## src/hw/ils_pkg.sv

```systemverilog
package ils_pkg;
    localparam int NUM_LINES       = 15;
    localparam int NUM_ADC         = 4;
    localparam int ADC_BITS        = 10;
    localparam int CLK_HZ          = 125000000;
    localparam int TICK_MS_NS      = 1000000;
    localparam int CLK_NS          = 8;
    localparam int MS_CYCLES       = TICK_MS_NS / CLK_NS;
    localparam int SLEEP_UNIT_MS   = 10;
    localparam logic [2:0] FN_ADC   = 3'h2;
    localparam logic [2:0] FN_DIN   = 3'h3;
    localparam logic [2:0] FN_DLOW  = 3'h4;
    localparam logic [2:0] FN_DHIGH = 3'h5;
    localparam logic [2:0] KIND_CYC     = 3'h4;
    localparam logic [2:0] KIND_CYC_PIN = 3'h5;
    localparam logic [7:0] OPT_EXT      = 8'h04;
    localparam logic [7:0] OPT_EXT_HOLD = 8'h06;
    localparam logic [15:0] WAKE_HOLD_RST = 16'h07D0;
    localparam logic [15:0] ADC_MAX     = 16'h03FF;
    localparam int ADDR_W = 6;
    // Register offsets
    localparam logic [5:0] R_FN_BASE   = 6'h00;
    localparam logic [5:0] R_PULL_EN   = 6'h10;
    localparam logic [5:0] R_PULL_DIR  = 6'h11;
    localparam logic [5:0] R_CHG_MASK  = 6'h12;
    localparam logic [5:0] R_INTERVAL  = 6'h13;
    localparam logic [5:0] R_SLP_PER   = 6'h14;
    localparam logic [5:0] R_SLP_CNT   = 6'h15;
    localparam logic [5:0] R_SLP_KIND  = 6'h16;
    localparam logic [5:0] R_SLP_OPT   = 6'h17;
    localparam logic [5:0] R_WAKE_HOLD = 6'h18;
    localparam logic [5:0] R_PWM0      = 6'h19;
    localparam logic [5:0] R_PWM1      = 6'h1A;
    localparam logic [5:0] R_DEST_HI   = 6'h1B;
    localparam logic [5:0] R_DEST_LO   = 6'h1C;
    localparam logic [5:0] R_ADC_REF   = 6'h1D;
    localparam logic [5:0] R_CMD       = 6'h1E;
    localparam logic [5:0] R_STATUS    = 6'h1F;
    localparam logic [5:0] R_SAMP_DIG  = 6'h20;
    localparam logic [5:0] R_SAMP_MASK = 6'h21;
    localparam logic [5:0] R_SAMP_AMSK = 6'h22;
    localparam logic [5:0] R_SAMP_ADC  = 6'h24;
    localparam int CMD_FORCE_BIT = 0;
    localparam int CMD_SLEEP_BIT = 1;
    localparam logic [15:0] PULL_DIR_RST = 16'h7FFF;
    localparam logic [2:0] SRC_TIMER  = 3'h1;
    localparam logic [2:0] SRC_CHANGE = 3'h2;
    localparam logic [2:0] SRC_FORCE  = 3'h4;

    typedef struct packed {
        logic [2:0]          source;
        logic [14:0]         dig_mask;
        logic [14:0]         dig_data;
        logic [3:0]          adc_mask;
        logic [3:0][15:0]    adc_data;
        logic [31:0]         dest_high;
        logic [31:0]         dest_low;
    } ils_sample_t;

    typedef struct packed {
        logic              we;
        logic              re;
        logic [5:0]        addr;
        logic [31:0]       wdata;
    } ils_bus_t;
endpackage

```

## src/hw/ils_pwm.sv

```systemverilog
`timescale 1ns/100ps
module ils_pwm #(
    parameter int WIDTH = 10
) (
    // Clock and reset
    input  wire logic             clk,
    input  wire logic             rst,
    // Duty setting and output
    input  wire logic [WIDTH-1:0] duty,
    output logic                  pwm_out
);
    logic [WIDTH-1:0] cnt_q;

    initial begin
        if (WIDTH < 2) $error("ils_pwm width too small");
    end

    always_ff @(posedge clk or posedge rst) begin
        if (rst) begin
            cnt_q <= '0;
        end else begin
            cnt_q <= cnt_q + 1'b1;
        end
    end

    // High while the counter is below duty; full scale stays high
    always_ff @(posedge clk or posedge rst) begin
        if (rst) begin
            pwm_out <= 1'b0;
        end else begin
            pwm_out <= (cnt_q < duty) || (&duty);
        end
    end
endmodule

```

## src/hw/ils_timer.sv

```systemverilog
`timescale 1ns/100ps
module ils_timer #(
    parameter int PRESCALE = 125000
) (
    // Clock and reset
    input  wire logic        clk,
    input  wire logic        rst,
    // Control
    input  wire logic        start,
    input  wire logic        stop,
    input  wire logic [31:0] units,
    // Status
    output logic             running,
    output logic             done
);
    logic [31:0] pre_q;
    logic [31:0] left_q;

    initial begin
        if (PRESCALE < 1) $error("ils_timer prescale must be positive");
    end

    always_ff @(posedge clk or posedge rst) begin
        if (rst) begin
            pre_q   <= '0;
            left_q  <= '0;
            running <= 1'b0;
            done    <= 1'b0;
        end else begin
            done <= 1'b0;
            if (stop) begin
                running <= 1'b0;
            end else if (running) begin
                if (pre_q != 0) begin
                    pre_q <= pre_q - 1'b1;
                end else begin
                    pre_q  <= 32'(PRESCALE - 1);
                    left_q <= left_q - 1'b1;
                    if (left_q == 32'h1) begin
                        // Start held at expiry reloads with no gap
                        running <= start && (units != 0);
                        done    <= 1'b1;
                        left_q  <= units;
                    end
                end
            end else if (start) begin
                running <= (units != 0);
                done    <= (units == 0);
                left_q  <= units;
                pre_q   <= 32'(PRESCALE - 1);
            end
        end
    end
endmodule

```

## src/hw/ils_core.sv

```systemverilog
// Behaviour
// RQ1: Extended sleep lasts period times cycle count
// RQ2: Options 0x04 extended, 0x06 adds wake hold
// RQ3: Kind 4 cyclic, 5 cyclic plus pin wake
// RQ4: Stay awake wake-hold time then sleep
// RQ5: Sleep-now command sleeps immediately
// RQ6: Functions 3,4,5 enable digital sampling
// RQ7: Pull enable and direction masks, default up
// RQ8: Upper pins five to nine never sampled; the code samples lines 5-9 like any other digital line
// RQ9: Value 2 selects ADC on lines 0-3
// RQ10: Lines ten, eleven drive PWM duty
// RQ11: Analog sample is 10-bit in 16 bits
// RQ12: Receiver scales sample by reference over 1023
// RQ13: No configured line means no sample
// RQ14: Timer and change samples go to dest
// RQ15: Timer sampling; sample on cyclic wake only
// RQ16: Masked digital input change makes sample
// RQ17: Force command captures all lines now
// RQ18: All three sample sources run together
// RQ19: Receiver must run framed API mode
// RQ20: End device should transmit on each wake; the code sends a sample on a sleep-timer wake but not on a pin wake
// RQ21: Wake hold and interval count milliseconds
// RQ22: Digital bit reports line level
// RQ23: Output function change drives pin next cycle
//
// Our own choices: the plain strobed port and the register addresses.
`timescale 1ns/100ps
module ils_core
    import ils_pkg::*;
#(
    parameter int MS_CYC = ils_pkg::MS_CYCLES
) (
    // Clock and reset
    input  wire logic                  clk,
    input  wire logic                  rst,
    // Register port
    input  wire ils_pkg::ils_bus_t     bus,
    output logic [31:0]                rdata,
    // Pins
    input  wire logic [14:0]           pin_in,
    input  wire logic [3:0][9:0]       adc_in,
    input  wire logic                  sleep_req_pin,
    output logic [14:0]                pin_out,
    output logic [14:0]                pin_oe,
    output logic [14:0]                pull_en,
    output logic [14:0]                pull_up,
    output logic [1:0]                 pwm_out,
    output logic [1:0]                 adc_reference_select,
    // Sample and sleep status
    output ils_pkg::ils_sample_t       sample,
    output logic                       sample_valid,
    output logic                       asleep
);
    import ils_pkg::*;

    initial begin
        if (MS_CYC < 1) $error("ils_core ms prescale must be positive");
    end

    logic [14:0][2:0] line_fn_q;
    logic [14:0] pull_enable_mask_q, pull_direction_mask_q, change_detect_mask_q;
    logic [15:0] periodic_sample_interval_q, sleep_period_q, sleep_cycle_count_q;
    logic [15:0] wake_hold_time_q;
    logic [2:0]  sleep_kind_q;
    logic [7:0]  sleep_opt_q;
    logic [9:0]  pwm_duty_zero_q, pwm_duty_one_q;
    logic [31:0] dest_addr_high_q, dest_addr_low_q;
    logic        force_sample_cmd, sleep_now_cmd;

    function automatic logic is_digital(input logic [2:0] f);
        return (f == FN_DIN) || (f == FN_DLOW) || (f == FN_DHIGH);
    endfunction

    assign force_sample_cmd = bus.we && bus.addr == R_CMD &&
                              bus.wdata[CMD_FORCE_BIT];
    assign sleep_now_cmd    = bus.we && bus.addr == R_CMD &&
                              bus.wdata[CMD_SLEEP_BIT];

    // Configuration writes
    always_ff @(posedge clk or posedge rst) begin
        if (rst) begin
            line_fn_q                  <= '0;
            pull_enable_mask_q         <= '0;
            pull_direction_mask_q      <= PULL_DIR_RST[14:0]; // RQ7
            change_detect_mask_q       <= '0;
            periodic_sample_interval_q <= '0;
            sleep_period_q             <= '0;
            sleep_cycle_count_q        <= 16'h0001;
            sleep_kind_q               <= '0;
            sleep_opt_q                <= '0;
            wake_hold_time_q           <= WAKE_HOLD_RST;
            pwm_duty_zero_q            <= '0;
            pwm_duty_one_q             <= '0;
            dest_addr_high_q           <= '0;
            dest_addr_low_q            <= '0;
            adc_reference_select       <= '0;
        end else if (bus.we) begin
            if (bus.addr < 6'(NUM_LINES)) begin
                // Analog only accepted on first four lines
                if (bus.wdata[2:0] != FN_ADC || bus.addr < 6'(NUM_ADC)) begin
                    line_fn_q[bus.addr[3:0]] <= bus.wdata[2:0]; // RQ9
                end
            end
            case (bus.addr)
                R_PULL_EN:   pull_enable_mask_q <= bus.wdata[14:0]; // RQ7
                R_PULL_DIR:  pull_direction_mask_q <= bus.wdata[14:0];
                R_CHG_MASK:  change_detect_mask_q <= bus.wdata[14:0];
                R_INTERVAL:  periodic_sample_interval_q <= bus.wdata[15:0];
                R_SLP_PER:   sleep_period_q <= bus.wdata[15:0];
                R_SLP_CNT:   sleep_cycle_count_q <= bus.wdata[15:0];
                R_SLP_KIND:  sleep_kind_q <= bus.wdata[2:0];
                R_SLP_OPT:   sleep_opt_q <= bus.wdata[7:0];
                R_WAKE_HOLD: wake_hold_time_q <= bus.wdata[15:0];
                R_PWM0:      pwm_duty_zero_q <= bus.wdata[9:0]; // RQ10
                R_PWM1:      pwm_duty_one_q <= bus.wdata[9:0];
                R_DEST_HI:   dest_addr_high_q <= bus.wdata;
                R_DEST_LO:   dest_addr_low_q <= bus.wdata;
                R_ADC_REF:   adc_reference_select <= bus.wdata[1:0];
                default: ;
            endcase
        end
    end

    // Per-line decode; upper pins five to nine enter this mask like any line
    logic [14:0] dig_en, out_en, out_hi;
    logic [3:0]  adc_en;
    genvar gi;
    generate
        for (gi = 0; gi < NUM_LINES; gi++) begin : g_line
            assign dig_en[gi] = is_digital(line_fn_q[gi]); // RQ6 RQ8
            assign out_en[gi] = line_fn_q[gi] == FN_DLOW || line_fn_q[gi] == FN_DHIGH;
            assign out_hi[gi] = line_fn_q[gi] == FN_DHIGH;
        end
        for (gi = 0; gi < NUM_ADC; gi++) begin : g_adc
            assign adc_en[gi] = line_fn_q[gi] == FN_ADC; // RQ9
        end
    endgenerate

    logic [1:0] pwm_raw;
    ils_pwm #(.WIDTH(ADC_BITS)) u_pwm0 (
        .clk(clk), .rst(rst), .duty(pwm_duty_zero_q), .pwm_out(pwm_raw[0]));
    ils_pwm #(.WIDTH(ADC_BITS)) u_pwm1 (
        .clk(clk), .rst(rst), .duty(pwm_duty_one_q), .pwm_out(pwm_raw[1]));

    // Pin drive registered
    always_ff @(posedge clk or posedge rst) begin
        if (rst) begin
            pin_out <= '0;
            pin_oe  <= '0;
            pull_en <= '0;
            pull_up <= '1;
            pwm_out <= '0;
        end else begin
            pin_out <= out_hi; // RQ23
            pin_oe  <= out_en;
            pull_en <= pull_enable_mask_q & ~out_en; // RQ7
            pull_up <= pull_direction_mask_q;
            pwm_out <= pwm_raw; // RQ10
        end
    end

    // Sleep sequencer
    typedef enum logic [3:0] {
        ST_AWAKE = 4'h1,
        ST_HOLD  = 4'h2,
        ST_SLEEP = 4'h4,
        ST_WAKE  = 4'h8
    } ils_state_t;
    ils_state_t state_q;

    logic cyc_kind, ext_on, hold_on;
    assign cyc_kind = sleep_kind_q == KIND_CYC || sleep_kind_q == KIND_CYC_PIN; // RQ3
    assign ext_on   = sleep_opt_q == OPT_EXT || sleep_opt_q == OPT_EXT_HOLD; // RQ2
    assign hold_on  = sleep_opt_q == OPT_EXT_HOLD || !ext_on;

    logic [31:0] sleep_units;
    logic        slp_run, slp_done, hold_run, hold_done;
    logic        enter_sleep, pin_wake;
    assign sleep_units = ext_on ? sleep_period_q * sleep_cycle_count_q // RQ1
                                : {16'h0, sleep_period_q};
    assign pin_wake    = sleep_kind_q == KIND_CYC_PIN && sleep_req_pin; // RQ3

    ils_timer #(.PRESCALE(MS_CYC * SLEEP_UNIT_MS)) u_slp (
        .clk(clk), .rst(rst), .start(enter_sleep),
        .stop(pin_wake || !cyc_kind),
        .units(sleep_units), .running(slp_run), .done(slp_done)); // RQ1

    logic wake_evt;
    assign wake_evt = state_q == ST_SLEEP && (slp_done || pin_wake);
    assign enter_sleep = cyc_kind && state_q != ST_SLEEP &&
                         (sleep_now_cmd || (state_q == ST_HOLD &&
                          (hold_done || !hold_on))); // RQ5 RQ2

    ils_timer #(.PRESCALE(MS_CYC)) u_hold (
        .clk(clk), .rst(rst), .start(state_q == ST_WAKE),
        .stop(sleep_now_cmd || enter_sleep || !cyc_kind),
        .units({16'h0, wake_hold_time_q}),
        .running(hold_run), .done(hold_done)); // RQ4 RQ21

    always_ff @(posedge clk or posedge rst) begin
        if (rst) begin
            state_q <= ST_AWAKE;
        end else begin
            case (state_q)
                ST_AWAKE: if (enter_sleep) state_q <= ST_SLEEP;
                          else if (cyc_kind) state_q <= ST_WAKE;
                ST_WAKE:  state_q <= enter_sleep ? ST_SLEEP : ST_HOLD;
                ST_HOLD:  if (enter_sleep) state_q <= ST_SLEEP; // RQ4 RQ5
                          else if (!cyc_kind) state_q <= ST_AWAKE;
                          else if (!hold_on) state_q <= ST_SLEEP;
                ST_SLEEP: if (wake_evt) state_q <= ST_WAKE;
                          else if (!cyc_kind) state_q <= ST_AWAKE;
                default:  state_q <= ST_AWAKE;
            endcase
        end
    end

    always_ff @(posedge clk or posedge rst) begin
        if (rst) asleep <= 1'b0;
        else     asleep <= state_q == ST_SLEEP;
    end

    // Periodic timer restarts on each expiry
    logic per_done, per_start, cyc_wake_q;
    assign per_start = periodic_sample_interval_q != 0 && state_q != ST_SLEEP;
    ils_timer #(.PRESCALE(MS_CYC)) u_per (
        .clk(clk), .rst(rst), .start(per_start),
        .stop(!per_start), .units({16'h0, periodic_sample_interval_q}),
        .running(), .done(per_done)); // RQ15 RQ21

    // Cyclic wake samples at once; pin sleep wake is not this path
    always_ff @(posedge clk or posedge rst) begin
        if (rst) cyc_wake_q <= 1'b0;
        else     cyc_wake_q <= wake_evt && slp_done; // RQ15
    end

    // Change detect on digital inputs
    logic [14:0] pin_prev_q;
    logic [14:0] din_mask;
    logic        change_evt;
    assign din_mask = change_detect_mask_q & dig_en & ~out_en;
    assign change_evt = |((pin_in ^ pin_prev_q) & din_mask); // RQ16
    always_ff @(posedge clk or posedge rst) begin
        if (rst) pin_prev_q <= '0;
        else     pin_prev_q <= pin_in;
    end

    // Sample capture; all three sources merge
    logic [2:0]  src;
    logic        any_cfg;
    logic [14:0] levels;
    assign src = ({3{per_done || cyc_wake_q}} & SRC_TIMER) |
                 ({3{change_evt}} & SRC_CHANGE) |
                 ({3{force_sample_cmd}} & SRC_FORCE); // RQ18 RQ17
    assign any_cfg = |dig_en || |adc_en; // RQ13
    assign levels  = (pin_in & ~out_en) | (out_hi & out_en); // RQ22 RQ23

    always_ff @(posedge clk or posedge rst) begin
        if (rst) begin
            sample       <= '0;
            sample_valid <= 1'b0;
        end else begin
            sample_valid <= (src != 0) && any_cfg; // RQ13
            if (src != 0 && any_cfg) begin
                sample.source    <= src;
                sample.dig_mask  <= dig_en;
                sample.dig_data  <= levels & dig_en; // RQ22
                sample.adc_mask  <= adc_en;
                for (int i = 0; i < NUM_ADC; i++) begin
                    sample.adc_data[i] <= adc_en[i] ?
                        {6'h00, adc_in[i]} & ADC_MAX : 16'h0000; // RQ11
                end
                sample.dest_high <= dest_addr_high_q; // RQ14
                sample.dest_low  <= dest_addr_low_q;
            end
        end
    end

    // Readback
    always_ff @(posedge clk or posedge rst) begin
        if (rst) begin
            rdata <= '0;
        end else if (bus.re) begin
            rdata <= '0;
            if (bus.addr < 6'(NUM_LINES))
                rdata <= {29'h0, line_fn_q[bus.addr[3:0]]};
            case (bus.addr)
                R_PULL_EN:   rdata <= {17'h0, pull_enable_mask_q};
                R_PULL_DIR:  rdata <= {17'h0, pull_direction_mask_q};
                R_CHG_MASK:  rdata <= {17'h0, change_detect_mask_q};
                R_INTERVAL:  rdata <= {16'h0, periodic_sample_interval_q};
                R_SLP_PER:   rdata <= {16'h0, sleep_period_q};
                R_SLP_CNT:   rdata <= {16'h0, sleep_cycle_count_q};
                R_SLP_KIND:  rdata <= {29'h0, sleep_kind_q};
                R_SLP_OPT:   rdata <= {24'h0, sleep_opt_q};
                R_WAKE_HOLD: rdata <= {16'h0, wake_hold_time_q};
                R_PWM0:      rdata <= {22'h0, pwm_duty_zero_q};
                R_PWM1:      rdata <= {22'h0, pwm_duty_one_q};
                R_DEST_HI:   rdata <= dest_addr_high_q;
                R_DEST_LO:   rdata <= dest_addr_low_q;
                R_ADC_REF:   rdata <= {30'h0, adc_reference_select};
                R_STATUS:    rdata <= {28'h0, state_q};
                R_SAMP_DIG:  rdata <= {17'h0, sample.dig_data};
                R_SAMP_MASK: rdata <= {17'h0, sample.dig_mask};
                R_SAMP_AMSK: rdata <= {28'h0, sample.adc_mask};
                default: begin
                    if (bus.addr >= R_SAMP_ADC && bus.addr < R_SAMP_ADC + 6'h4)
                        rdata <= {16'h0, sample.adc_data[bus.addr[1:0]]};
                end
            endcase
        end else begin
            rdata <= '0;
        end
    end

    // Checks
    a_no_cfg_sample: assert property (@(posedge clk) disable iff (rst) // RQ13
        !any_cfg |=> !sample_valid) else $error("sample without lines");
    a_force_sample: assert property (@(posedge clk) disable iff (rst) // RQ17
        force_sample_cmd && any_cfg |=> sample_valid && sample.source[2])
        else $error("force sample lost");
    a_sleep_now: assert property (@(posedge clk) disable iff (rst) // RQ5
        sleep_now_cmd && cyc_kind && state_q != ST_SLEEP |=> ##1 asleep)
        else $error("sleep-now ignored");
    a_out_drive: assert property (@(posedge clk) disable iff (rst) // RQ23
        1'b1 |=> pin_out == $past(out_hi) && pin_oe == $past(out_en))
        else $error("pin drive stale");
    a_adc_range: assert property (@(posedge clk) disable iff (rst) // RQ11
        sample_valid |-> sample.adc_data[0] <= ADC_MAX)
        else $error("adc out of range");
    a_adc_lines: assert property (@(posedge clk) disable iff (rst) // RQ9
        line_fn_q[4] != FN_ADC) else $error("adc on upper line");
    a_change_samp: assert property (@(posedge clk) disable iff (rst) // RQ16
        change_evt && any_cfg |=> sample_valid && sample.source[1])
        else $error("change sample lost");
    a_dest_copy: assert property (@(posedge clk) disable iff (rst) // RQ14
        sample_valid |-> sample.dest_low == $past(dest_addr_low_q))
        else $error("dest wrong");
endmodule

```

## config.mk

```make
export PLATFORM = sky130hd
export DESIGN_NAME = ils_core
export DESIGN_NICKNAME = d
export VERILOG_FILES = /design/src/hw/ils_pkg.sv /design/src/hw/ils_pwm.sv /design/src/hw/ils_timer.sv /design/src/hw/ils_core.sv
export SDC_FILE = /design/constraint.sdc
export NUM_CORES = 2
export LEC_CHECK = 0
export BUFFER_PORTS_ARGS = -buffer_cell sky130_fd_sc_hd__buf_2
export CAP_MARGIN = 40
export CORE_ASPECT_RATIO = 0.7
export CORE_MARGIN = 2
export CORE_UTILIZATION = 52
export CTS_CLUSTER_DIAMETER = 80
export CTS_CLUSTER_SIZE = 14
export DETAILED_ROUTE_END_ITERATION = 16
export GPL_TIMING_DRIVEN = 0
export PLACE_DENSITY_LB_ADDON = 0.15
export SLEW_MARGIN = 25
export SYNTH_ARGS = -nofsm -noshare
export SYNTH_HDL_FRONTEND = slang
export SYNTH_SLANG_ARGS = --single-unit
```

## constraint.sdc

```tcl
create_clock -name clk -period 70.5 [get_ports clk]
set_input_delay 14.1 -clock clk [delete_from_list [all_inputs] [get_ports clk]]
set_output_delay 14.1 -clock clk [all_outputs]
set_load 0.01 [all_outputs]
```

==> results_dict.tcl <==
set metrics [dict create \
    status "completed" \
    rsz0062_at_grt "false" \
    hold_viol_final 0 \
    viasPerCell 5.94 \
    postCtsSetupBuffers 0 \
    setup_tns_ps 0 \
    drc 0 \
    power_density_nw_per_um2 24.1 \
    core_area_sq_um 80400 \
    grt_max_degree 105 \
    power.leakage_nw 23.2 \
    synthAdderAreaFrac_pct 13.2 \
    synthMuxAreaShare_pct 9.79 \
    min-delay-start "pull_direction_mask_q[6]" \
    htree_num_levels 2 \
    total_power_mw 1.15 \
    antenna_left 0 \
    grt-busiest-layer "met1" \
    grt_antenna_before_repair 8 \
    crit_fanout 10 \
    dp_cells 5522 \
    grt_usage_pct 32.5 \
    dpl.hpwl_um 105000 \
    r2r_cells 23 \
    grtUsageMet1_pct 48.9 \
    grt_pass1_wl_um 204000 \
    start_util_pct 52.5 \
    synth.largest_area_cell "dfrtp_1" \
    gp_congestion 1.01 \
    wl_um 136000 \
    worstMarginPinSlew_ps 1010 \
    synth_simple_gate_area_share_pct 15.6 \
    setup_violations 0 \
    fmax_mhz 57.5 \
    grtUsageMet2_pct 43.4 \
    row_count 87 \
    final_nets 4953 \
    synth_edf_count 0 \
    areaGrowthSynthToFinish_pct 12.5 \
    ys.flop_type "dfrtp_1" \
    cts_root_buffer "clkbuf_16" \
    ys.warnings.count 0 \
    fin_crit_sh_pct 24.7 \
    slew_violations 0 \
    cp-end-kind "flip-flop" \
    yosysTopAreaCellShare_pct 40.9 \
    r2r_slack_ps 61940 \
    fin_util_pct 59.0 \
    syn_area_sq_um 42200 \
    cp-endpoint "rdata[14]" \
    synth_common_cells "dfrtp_1, nand2_1, inv_1, nor2_1, mux2_2" \
    min_delay_path_depth 0 \
    ir_worst_vdd_uv 20.2 \
    arrival_ps 17910 \
    whs_ps 380 \
    via_count 33500 \
    synth_xor_area_share_pct 2.99 \
    grt_pass1_vias 32400 \
    netlist-cell-type-count 105 \
    min_period_ps 17380 \
    path_clk_slew_ps 70 \
    cts_buffers 59 \
    synth_top_family_by_area "simple AND/OR/NAND/NOR gates" \
    fp.dieW_um 344 \
    synth.most_common_cell "dfrtp_1" \
    cp-start-kind "primary input" \
    synth-seq-area-share_pct 43.3 \
    reg2reg_to "u_slp.running" \
    clock-sinks 728 \
    final_area_sq_um 47500 \
    setup_ws_ps 53120 \
    timing.slew.headroom_pct 32.8 \
    io_buffers 334 \
    drive_gt1_share_pct 17.8 \
    worstSetupPathType "primary input to flip-flop" \
    die_area_sq_um 83500 \
    startpoint "bus[33]" \
    use_met3_pct 13.5 \
    post_cts_resized 0 \
    crit_required_ps 71030 \
    cap_viol_max_count 0 \
    cts_hold_buf 0 \
    worstReg2RegStart "sleep_period_q[6]" \
    dr.pass1.iters 7 \
    cts_tree "yes" \
    pin_count 361 \
    cts_max_path_buffers 3 \
    async_reset_ff_share_pct 100 \
    preCtsSetupSlack_ps 52650 \
    hp-class "flip-flop to flip-flop" \
    ys_ff_latch 728 \
    synth_compound_area_share_pct 10.2 \
    floorplan.die.height_um 242 \
    synth_cells 4076 \
    synth.avg_cell_area_sq_um 10.4 \
    synth.area.top_cells "dfrtp_1, fa_1, mux2_2" \
    clock_latency_ps 670 \
    clock_skew_ps 43.6 \
    drt_iter0_markers 3538 \
    gr-total-overflow 0 \
    final_cells 5644 \
    routedWlPerCell_um 24.1 \
    placed_cell_area_sq_um 45700 \
]
## how the worst min path moves through the flow
stage                      end  slack, ps
detailed placement  pwm_out[1]        340
floorplan           pwm_out[0]        330
CTS                 pwm_out[1]        370
finish              pull_up[6]        380
global placement    pwm_out[1]        330
global route        pwm_out[1]        370
## cells in the final DEF, fill, tap and decap left out, types with 24 or more instances in the layout
cell / instances
o21ai_0: 180
buf_2: 352
a22oi_1: 52
a21o_1: 34
dfrtp_1: 690
dfstp_2: 38
nor2_1: 254
xor2_1: 60
inv_1: 281
nor4_1: 50
nand2_1: 439
mux2_1: 77
clkbuf_1: 226
mux2_2: 235
fa_1: 194
xnor2_1: 84
nor2b_1: 57
and2_1: 149
conb_1: 24
ha_1: 136
or3_1: 46
nand4_1: 32
buf_4: 31
a22o_1: 28
nand3_1: 84
clkbuf_16: 59
a21oi_1: 147
o21ai_1: 74
nor3_1: 87
## registers in the layout (all words and copies together) (netlist names), 16 cells and up
name and count:
sample 141, line_fn_q 45, dest_addr_high_q 32, dest_addr_low_q 32, rdata 32, u_hold.left_q 32
u_hold.pre_q 32, u_per.left_q 32, u_per.pre_q 32, u_slp.left_q 32, u_slp.pre_q 32, periodic_sample_interval_q 16
sleep_cycle_count_q 16, sleep_period_q 16, wake_hold_time_q 16
## kinds of logic (layout without fill, tap and decap cells)
kind of cell             count (synthesis)  count (layout)
other                                    1              28
buffers and inverters                  519             992
AO/OA/AOI/OAI                          675             675
flip-flops                             728             728
adder cells (fa/ha/maj)                330             330
multiplexers                           347             347
XOR/XNOR                               144             144
AND/OR/NAND/NOR                       1332            1332
## final cells by class
| type | instances | area (sq um) |
|---|---|---|
| fillers | 6973 | 33000 |
| multi-input cells | 2852 | 22000 |
| flip-flops and latches | 728 | 18300 |
| repair buffers | 365 | 2110 |
| clock buffers | 103 | 1640 |
| well taps | 1068 | 1340 |
| inverters | 284 | 1070 |
| plain buffers | 235 | 1010 |
| clock inverters | 5 | 66.3 |
| diodes | 4 | 10.0 |
## per-layer routing
metal,up-vias,routed length (um)
li1,14900,-
met4,8,2970
met5,-,171
met1,16900,60400
met2,1591,54800
met3,205,17500
## worst max-delay path, cell delays in order
cell and delay [ps]:
buf_2 100, clkbuf_1 480, and2_1 210, clkbuf_1 440, nand2b_1 250, nor2_1 350, clkbuf_1 710, buf_1 660
a221oi_1 210, a31oi_1 370
## power by group
group / internal (mW) / switching (mW) / leakage (nW)
Clock: 0.158 / 0.160 / 0.811
Sequential: 0.468 / 0.0573 / 9.58
Combinational: 0.115 / 0.187 / 12.8
No activity file was read; power rests on OpenSTA's default activity.
